==> src/include/trsd_pkg.sv <==
// trsd_pkg: constants and carrier types of the register service message handler
// assumes byte streams on both sides, one byte per valid/ready beat
package trsd_pkg;

  // ----------------------------------------------------------------------
  // message layout
  // ----------------------------------------------------------------------
  localparam logic [7:0]  TRSD_FN_DIAG      = 8'h08;
  localparam logic [7:0]  TRSD_FN_WRMULTI   = 8'h10;
  localparam logic [7:0]  TRSD_FN_ERRBIT    = 8'h80;
  localparam logic [15:0] TRSD_SUBFN_ECHO   = 16'h0000;
  localparam logic [15:0] TRSD_PROTO_ID     = 16'h0000;
  localparam logic [7:0]  TRSD_BCNT_MIN     = 8'h02;
  localparam logic [7:0]  TRSD_BCNT_MAX     = 8'hFA;
  localparam logic [15:0] TRSD_PCNT_MAX     = 16'h007D;
  localparam logic [7:0]  TRSD_EXC_FUNC     = 8'h01;
  localparam logic [7:0]  TRSD_EXC_ADDR     = 8'h02;
  localparam logic [7:0]  TRSD_EXC_DATA     = 8'h03;
  localparam logic [15:0] TRSD_ERR_LEN      = 16'h0003;
  localparam logic [15:0] TRSD_WR_RSP_LEN   = 16'h0006;
  localparam logic [15:0] TRSD_REG_COUNT    = 16'h0400;
  localparam logic [7:0]  TRSD_HDR_BYTES    = 8'h07;
  localparam logic [7:0]  TRSD_RSP_MAX      = 8'h10;

  // ----------------------------------------------------------------------
  // buffering
  // ----------------------------------------------------------------------
  localparam int TRSD_FIFO_WIDTH = 8;
  localparam int TRSD_FIFO_DEPTH = 16;

  // ----------------------------------------------------------------------
  // carriers
  // ----------------------------------------------------------------------
  typedef struct packed {
    logic       valid;
    logic       last;
    logic [7:0] data;
  } trsd_byte_t;

  typedef struct packed {
    logic        en;
    logic [15:0] addr;
    logic [15:0] data;
  } trsd_wr_t;

endpackage

==> src/design/trsd_fifo.sv <==
// trsd_fifo: synchronous fifo with valid/ready on both sides
// assumes a single clock; full and empty come straight from the count
`timescale 1ns/1ps
module trsd_fifo #(
  parameter int WIDTH = 8,
  parameter int DEPTH = 16
) (
  input  wire logic             clk_sys,
  input  wire logic             reset,
  input  wire logic             in_valid,
  output logic                  in_ready,
  input  wire logic [WIDTH-1:0] in_data,
  output logic                  out_valid,
  input  wire logic             out_ready,
  output logic [WIDTH-1:0]      out_data
);
  localparam int AW = $clog2(DEPTH);
  logic [WIDTH-1:0] mem_ff [DEPTH];
  logic [AW-1:0]    wp_ff;
  logic [AW-1:0]    rp_ff;
  logic [AW:0]      cnt_ff;
  logic             push;
  logic             pop;

  assign in_ready  = (cnt_ff != (AW+1)'(DEPTH));
  assign out_valid = (cnt_ff != '0);
  assign out_data  = mem_ff[rp_ff];
  assign push      = in_valid && in_ready;
  assign pop       = out_valid && out_ready;

  always_ff @(posedge clk_sys)
  begin
    if (push)
    begin
      mem_ff[wp_ff] <= in_data;
    end
    if (reset)
    begin
      wp_ff  <= '0;
      rp_ff  <= '0;
      cnt_ff <= '0;
    end
    else
    begin
      if (push)
      begin
        wp_ff <= (wp_ff == AW'(DEPTH-1)) ? '0 : wp_ff + 1'b1;
      end
      if (pop)
      begin
        rp_ff <= (rp_ff == AW'(DEPTH-1)) ? '0 : rp_ff + 1'b1;
      end
      cnt_ff <= cnt_ff + (AW+1)'(push) - (AW+1)'(pop);
    end
  end
endmodule

==> src/design/trsd_top.sv <==
// trsd_top: query parser and response builder for diagnostics echo and
// multiple holding register write
// assumes query bytes arrive framed by last; a link error on the last byte drops the query unanswered
`timescale 1ns/1ps
module trsd_top
  import trsd_pkg::*;
(
  input  wire logic               clk_sys,
  input  wire logic               reset,
  input  wire logic               q_valid,
  output logic                    q_ready,
  input  wire logic [7:0]         q_data,
  input  wire logic               q_last,
  input  wire logic               q_link_err,
  output trsd_pkg::trsd_byte_t    r_byte,
  input  wire logic               r_ready,
  output trsd_pkg::trsd_wr_t      reg_wr
);
  import trsd_pkg::*;

  // ----------------------------------------------------------------------
  // query buffer: decouples the link from the parser
  // ----------------------------------------------------------------------
  logic       f_valid;
  logic       f_ready;
  logic [9:0] f_data;
  logic       f_in_ready;

  assign q_ready = f_in_ready;

  // the link error flag rides with its byte; the parser acts on it only when that byte is the last
  trsd_fifo #(
    .WIDTH (TRSD_FIFO_WIDTH + 2),
    .DEPTH (TRSD_FIFO_DEPTH)
  ) u_fifo (
    .clk_sys   (clk_sys),
    .reset     (reset),
    .in_valid  (q_valid),
    .in_ready  (f_in_ready),
    .in_data   ({q_link_err, q_last, q_data}),
    .out_valid (f_valid),
    .out_ready (f_ready),
    .out_data  (f_data)
  );

  // ----------------------------------------------------------------------
  // state
  // ----------------------------------------------------------------------
  typedef enum logic [2:0] {
    ST_RECV  = 3'b000,
    ST_DRAIN = 3'b001,
    ST_WRITE = 3'b010,
    ST_SEND  = 3'b011
  } trsd_st_t;

  typedef struct packed {
    trsd_st_t    st;
    logic [8:0]  idx;  // a full 125-word write runs to byte 262
    logic [7:0]  func;
    logic [15:0] addr;
    logic [15:0] pcnt;
    logic [7:0]  bcnt;
    logic [7:0]  exc;
    logic        drop;
    logic        hi_seen;
    logic [7:0]  hi_byte;
    logic [7:0]  wptr;
    logic [7:0]  rlen;
    logic [7:0]  rptr;
    trsd_byte_t  rb;
    trsd_wr_t    wr;
  } trsd_state_t;

  trsd_state_t s_ff;
  trsd_state_t nxt_s;

  // header and echo image; words buffered until all checks passed
  logic [7:0]  rsp_ff [TRSD_RSP_MAX];
  logic [15:0] wbuf_ff [128];
  logic [7:0]  b;
  logic        lst;
  logic        lerr;
  logic        take;

  function automatic logic [15:0] be16(input logic [7:0] h, input logic [7:0] l);
    be16 = {h, l};
  endfunction

  assign b      = f_data[7:0];
  assign lst    = f_data[8];
  assign lerr   = f_data[9];
  // only the parser pops; a byte taken while draining would be lost
  assign f_ready = (s_ff.st == ST_RECV);
  assign take   = f_valid && f_ready;
  assign r_byte = s_ff.rb;
  assign reg_wr = s_ff.wr;

  always_comb
  begin
    nxt_s       = s_ff;
    nxt_s.wr.en = 1'b0;
    case (s_ff.st)
      ST_RECV:
      begin
        if (take)
        begin
          nxt_s.idx = s_ff.idx + 9'h001;
          case (s_ff.idx)
            9'h002, 9'h003: if (b != 8'h00) nxt_s.drop = 1'b1;
            9'h007: nxt_s.func = b;
            9'h008: nxt_s.addr[15:8] = b;
            9'h009: nxt_s.addr[7:0] = b;
            9'h00A: nxt_s.pcnt[15:8] = b;
            9'h00B: nxt_s.pcnt[7:0] = b;
            9'h00C: nxt_s.bcnt = b;
            default: ;
          endcase
          if (s_ff.func == TRSD_FN_DIAG && s_ff.idx >= 9'h008)
          begin
            nxt_s.hi_seen = 1'b0;
          end
          if (s_ff.func == TRSD_FN_WRMULTI && s_ff.idx >= 9'h00D)
          begin
            nxt_s.hi_seen = !s_ff.hi_seen;
            nxt_s.hi_byte = b;
          end
          if (lst)
          begin
            nxt_s.st  = ST_RECV;
            nxt_s.idx = 9'h000;
            nxt_s.exc = 8'h00;
            nxt_s.hi_seen = 1'b0;
            if (s_ff.drop || lerr || (s_ff.idx == 9'h002 || s_ff.idx == 9'h003)
                && b != 8'h00)
            begin
              nxt_s.drop = 1'b0;
            end
            else if (s_ff.func == TRSD_FN_DIAG)
            begin
              if (s_ff.addr != TRSD_SUBFN_ECHO || s_ff.idx != 9'h00B)
              begin
                nxt_s.exc  = TRSD_EXC_DATA;
                nxt_s.rlen = 8'd9;
              end
              else
              begin
                nxt_s.rlen = 8'd12;
              end
              nxt_s.st = ST_SEND;
            end
            else if (s_ff.func == TRSD_FN_WRMULTI)
            begin
              nxt_s.st   = ST_SEND;
              nxt_s.rlen = 8'd12;
              if (s_ff.pcnt == 16'h0000 || s_ff.pcnt > TRSD_PCNT_MAX
                  || s_ff.bcnt < TRSD_BCNT_MIN || s_ff.bcnt > TRSD_BCNT_MAX
                  || {8'h00, s_ff.bcnt} != {s_ff.pcnt[14:0], 1'b0}
                  || {7'h00, s_ff.idx} != 16'd12 + {8'h00, s_ff.bcnt})
              begin
                nxt_s.exc  = TRSD_EXC_DATA;
                nxt_s.rlen = 8'd9;
              end
              else if ({1'b0, s_ff.addr} + {1'b0, s_ff.pcnt} > {1'b0, TRSD_REG_COUNT})
              begin
                nxt_s.exc  = TRSD_EXC_ADDR;
                nxt_s.rlen = 8'd9;
              end
              else
              begin
                nxt_s.st   = ST_WRITE;
                nxt_s.wptr = 8'h00;
              end
            end
            else
            begin
              nxt_s.exc  = TRSD_EXC_FUNC;
              nxt_s.rlen = 8'd9;
              nxt_s.st   = ST_SEND;
            end
            nxt_s.rptr = 8'h00;
          end
        end
      end
      ST_WRITE:
      begin
        nxt_s.wr.en   = 1'b1;
        nxt_s.wr.addr = s_ff.addr + {8'h00, s_ff.wptr};
        nxt_s.wr.data = wbuf_ff[s_ff.wptr[6:0]];
        nxt_s.wptr    = s_ff.wptr + 8'h01;
        if ({8'h00, s_ff.wptr} + 16'h0001 == s_ff.pcnt)
        begin
          nxt_s.st = ST_SEND;
        end
      end
      ST_SEND:
      begin
        if (!s_ff.rb.valid || r_ready)
        begin
          nxt_s.rb.valid = 1'b1;
          nxt_s.rb.last  = (s_ff.rptr + 8'h01 == s_ff.rlen);
          case (s_ff.rptr)
            8'd2, 8'd3: nxt_s.rb.data = TRSD_PROTO_ID[7:0];
            8'd4: nxt_s.rb.data = 8'h00;
            8'd5: nxt_s.rb.data = s_ff.rlen - 8'd6;
            8'd7: nxt_s.rb.data = (s_ff.exc != 8'h00) ? (TRSD_FN_ERRBIT | s_ff.func)
                                                      : s_ff.func;
            8'd8: nxt_s.rb.data = (s_ff.exc != 8'h00) ? s_ff.exc : rsp_ff[8];
            default: nxt_s.rb.data = rsp_ff[s_ff.rptr[3:0]];
          endcase
          nxt_s.rptr = s_ff.rptr + 8'h01;
          if (s_ff.rptr + 8'h01 == s_ff.rlen)
          begin
            nxt_s.st = ST_DRAIN;
          end
        end
      end
      ST_DRAIN:
      begin
        if (r_ready)
        begin
          nxt_s.rb.valid = 1'b0;
          nxt_s.rb.last  = 1'b0;
          nxt_s.st       = ST_RECV;
        end
      end
      default: nxt_s.st = ST_RECV;
    endcase
  end

  // ----------------------------------------------------------------------
  // registers
  // ----------------------------------------------------------------------
  always_ff @(posedge clk_sys)
  begin
    if (take && s_ff.st == ST_RECV && s_ff.idx < {1'b0, TRSD_RSP_MAX})
    begin
      rsp_ff[s_ff.idx[3:0]] <= b;
    end
    if (take && s_ff.st == ST_RECV && s_ff.func == TRSD_FN_WRMULTI
        && s_ff.idx >= 9'h00D && s_ff.hi_seen)
    begin
      wbuf_ff[7'((s_ff.idx - 9'h00E) >> 1)] <= be16(s_ff.hi_byte, b);
    end
    if (reset)
    begin
      s_ff    <= '0;
      s_ff.st <= ST_RECV;
    end
    else
    begin
      s_ff <= nxt_s;
    end
  end
endmodule

==> config.mk <==
export PLATFORM = sky130hd
export DESIGN_NAME = trsd_top
export DESIGN_NICKNAME = d
export VERILOG_FILES = /design/src/include/trsd_pkg.sv /design/src/design/trsd_fifo.sv /design/src/design/trsd_top.sv
export SDC_FILE = /design/constraint.sdc
export NUM_CORES = 2
export LEC_CHECK = 0
export BUFFER_PORTS_ARGS = -buffer_cell sky130_fd_sc_hd__buf_4
export CAP_MARGIN = 20
export CORE_MARGIN = 4
export CORE_UTILIZATION = 45
export DETAILED_ROUTE_END_ITERATION = 7
export GPL_TIMING_DRIVEN = 0
export HOLD_SLACK_MARGIN = 0.08
export PLACE_DENSITY = 0.58
export SYNTH_ARGS = -nofsm -noshare
export SYNTH_HDL_FRONTEND = slang
export SYNTH_HIERARCHICAL = 1
export SYNTH_SLANG_ARGS = --single-unit
==> constraint.sdc <==
create_clock -name clk_sys -period 5.4 [get_ports clk_sys]
set_input_delay 1.08 -clock clk_sys [delete_from_list [all_inputs] [get_ports clk_sys]]
set_output_delay 1.08 -clock clk_sys [all_outputs]
set_load 0.02 [all_outputs]
==> flow_metrics.env <==
export IMPL_status="complete, no violations"
export IMPL_dr_pass1_iters=6
export IMPL_hold_class="reg -> reg"
export IMPL_crit_path_max_incr_delay_ps=570
export IMPL_final_cell_mix="edfxtp_1 (2336), mux4_2 (724), clkbuf_16 (282), clkbuf_1 (184), dfxtp_1 (153)"
export IMPL_worstPathArrival_ps=6070
export IMPL_cellPowerDensity_nw_per_um2=421.1
export IMPL_utilization=0.5244
export IMPL_cts_buffers=277
export IMPL_ys_types=74
export IMPL_endpoint_kind="register"
export IMPL_timing_rr_end="s_ff[60]"
export IMPL_drt_iter0_markers=5570
export IMPL_synth_edf_count=2336
export IMPL_worst_r2r_setup_slack_ps=120
export IMPL_synthArstFlopShare=0
export IMPL_fmax_mhz=189.3
export IMPL_cts_root_buf="clkbuf_16"
export IMPL_grt_pass1_wl_mm=363.6
export IMPL_yosys_area_top_type="edfxtp_1"
export IMPL_wire_per_inst_um=31.20
export IMPL_clkTransAtPathRegs_ps=60
export IMPL_ys_flop_type="edfxtp_1"
export IMPL_p_leak_nw=35.30
export IMPL_sw_frac_of_total=0.2528
export IMPL_worstPathCellList="buf_6 -> buf_4 -> mux4_2 -> a22oi_2 -> nand2_4 -> buf_12 -> clkbuf_1 -> nor4_1 -> a2111oi_0 -> a211o_1 -> nand2b_1 -> a211oi_1 -> nand4_1 -> a32o_1"
export IMPL_synthTopCellsByArea="edfxtp_1 (71%), mux4_2 (17%), dfxtp_1 (3.3%), nor2_1 (1.0%), ha_1 (0.64%)"
export IMPL_via_per_inst=5.979
export IMPL_grt_ovfl_total=0
export IMPL_antenna_left=0
export IMPL_layout_drive_gt1_share=0.3004
export IMPL_die_x_um=475.2
export IMPL_p_sw_mw=12.13
export IMPL_r2r_cells=14
export IMPL_grt_util_all_layers=0.2273
export IMPL_clkLatencyLatePin_ps=940
export IMPL_criticalPathCategory="reg -> reg"
export IMPL_synthesis_area_sq_um=98210
export IMPL_worstSetupPathDepth=14
export IMPL_pin_count=58
export IMPL_syn_inst=4676
export IMPL_layoutNonFillerInstCount=8222
export IMPL_ys_ff_latch=2497
export IMPL_dp_hpwl_mm=171.8
export IMPL_crit_fanout=50
export IMPL_htree_num_levels=5
export IMPL_finalSetupViolations=0
export IMPL_num_rows=171
export IMPL_route_detailed_drc=0
export IMPL_synth_top_cell_area_share=0.7143
export IMPL_coreArea_sq_um=217200
export IMPL_io_buffers=57
export IMPL_avgSynthCellArea_sq_um=21.00
export IMPL_hold_viol_final=0
export IMPL_vias=49160
export IMPL_cp_start_kind="register"
export IMPL_hp_start="reg_wr[19]"
export IMPL_clkPwrFrac=0.372
export IMPL_first_global_vias=48780
export IMPL_critical_path_buf_inv_count=4
export IMPL_finalSetupTns_ps=0
export IMPL_p_int_mw=35.83
export IMPL_seq_area_frac_synth=0.7471
export IMPL_wirelength_mm=256.6
export IMPL_slew_headroom=0.1984
export IMPL_syn_to_final_growth_pct=15.96
export IMPL_syn_nets=4743
export IMPL_layout_nets=5242
export IMPL_whs_endpoint="reg_wr[19]"
export IMPL_dieArea_sq_um=225800
export IMPL_cts_tree="done"
export IMPL_clockBufferDepth=4
export IMPL_worst_hold_path_num_cells=2
export IMPL_pwr_share_comb=0.146
export IMPL_yosys_warnings=6
export IMPL_cts_sinks=2497
export IMPL_final_common_cell="edfxtp_1"
export IMPL_ctsHoldBuffers=0
export IMPL_finalMaxSlewViolations=0
export IMPL_min_period_ps=5283
export IMPL_critPathSlowestCell="mux4_2"
export IMPL_crit_family="compound AO/OA/AOI/OAI gates"
export IMPL_required_ps=6190
export IMPL_cap_viol_max_count=0
export IMPL_start_util=0.4522
export IMPL_grt_max_degree=82
export IMPL_skew_ps=77.17
export IMPL_finalCritPeriodShare=0.9784
export IMPL_gp_congestion=0.8710
export IMPL_tightest_slew_ps=1199
export IMPL_worst_ir_drop_vdd_uv=454.8
export IMPL_fp_dieH_um=475.2
export IMPL_place_inst=7743
export IMPL_antenna_found_initial=20
export IMPL_power_frac_seq=0.482
## layout make-up
type / count / area, sq um
buffer: 292 / 1484
antenna: 12 / 30.03
inverter: 35 / 131.4
multi-input combinational: 1854 / 23710
timing repair buffer: 218 / 3136
fill: 16770 / 103300
tap: 2854 / 3571
clock buffer: 338 / 7307
clock inverter: 122 / 1119
sequential: 2497 / 73400
## cells in the mapped netlist, types with 9 or more instances
cell and instances:
and2_1 18, a22oi_1 24, buf_2 57, buf_4 53
o21bai_1 21, mux4_1 12, buf_6 10, nor2b_1 46
clkbuf_1 142, mux4_2 724, mux2i_1 25, o21ai_0 65
or3_1 13, nand3_1 31, nand4_1 12, nor2_1 269
edfxtp_1 2336, and3_1 12, nor3_1 28, xor2_1 36
nand2_1 142, a211oi_1 43, dfxtp_1 161, a21oi_1 100
buf_1 24, inv_1 34, nand2b_1 12, nor3b_1 9
xnor2_1 32, ha_1 50, nor4_1 27
## stage by stage
| step | instance area (sq um) | total power, mW | hold slack, ps | setup WS [ps] |
|---|---|---|---|---|
| CTS | 113800 | 48.32 | 393.2 | 86.15 |
| detailed placement | 105300 | 30.54 | 444.6 | -179.5 |
| global route | 113900 | 49.60 | 442.3 | -4.810 |
| global placement | 102200 | 29.91 | 444.1 | -3663 |
| finish | 113900 | 47.96 | 450.8 | 116.9 |
| floorplan | 98210 | 27.51 | 432.2 | 640.5 |
## power by group through the flow
stage	clock network, mW	logic [mW]	registers, mW
detailed placement	0	7.02	23.5
CTS	18.2	7.04	23.1
finish	17.8	7.01	23.1
floorplan	0	3.74	23.8
global placement	0	5.98	23.9
global route	19.0	7.45	23.1
## cells by family after synthesis
kind of cell | after synthesis | share of synthesized area
AOI/OAI and AO/OA | 324 | 0.02116
xor gates and xnor gates | 68 | 0.006064
adders and majority gates | 53 | 0.006982
buffers and inverters | 327 | 0.01629
DFF | 2497 | 0.7471
muxes | 761 | 0.1718
and+or+nand+nor | 646 | 0.03064
## worst min-delay path, cell delays in order, from the launching register on
cell	delay, ps
dfxtp_1	300
nand2_1	50
a21oi_1	50
## state kept, by name (all words and copies together), names as in the netlist, named ones only
name	flops
u_fifo/mem_ff	160
rsp_ff	128
r_byte	10
u_fifo/rp_ff	4
wbuf_ff	2048
u_fifo/cnt_ff	5
u_fifo/wp_ff	4
reg_wr	33
s_ff	90
## repair_timing
action / in CTS / in global routing
setup buffers: 0 / 4
hold endpoints to repair: 0 / 0
setup endpoints to repair: 48 / 5
gates cloned: 0 / 2
pin swaps: 0 / 5
resized for setup: 6 / 7
## per-layer routing
layer	global-route usage	up-vias	share of wire
met5	0	-	0.00012
li1	-	20420	-
met3	0.04078	340	0.075
met2	0.3632	2014	0.49
met1	0.3264	26380	0.41
met4	0.05953	4	0.026
## how the worst max path moves through the flow
stage,startpoint,end,slack (ps)
4_1_cts,register,s_ff[60],90
5_1_grt,register,s_ff[60],-5
6_report,register,s_ff[60],120
3_5_place_dp,register,s_ff[60],-180
2_1_floorplan,register,register,640
3_3_place_gp,register,register,-3660
(Power assumes the default switching activity.)
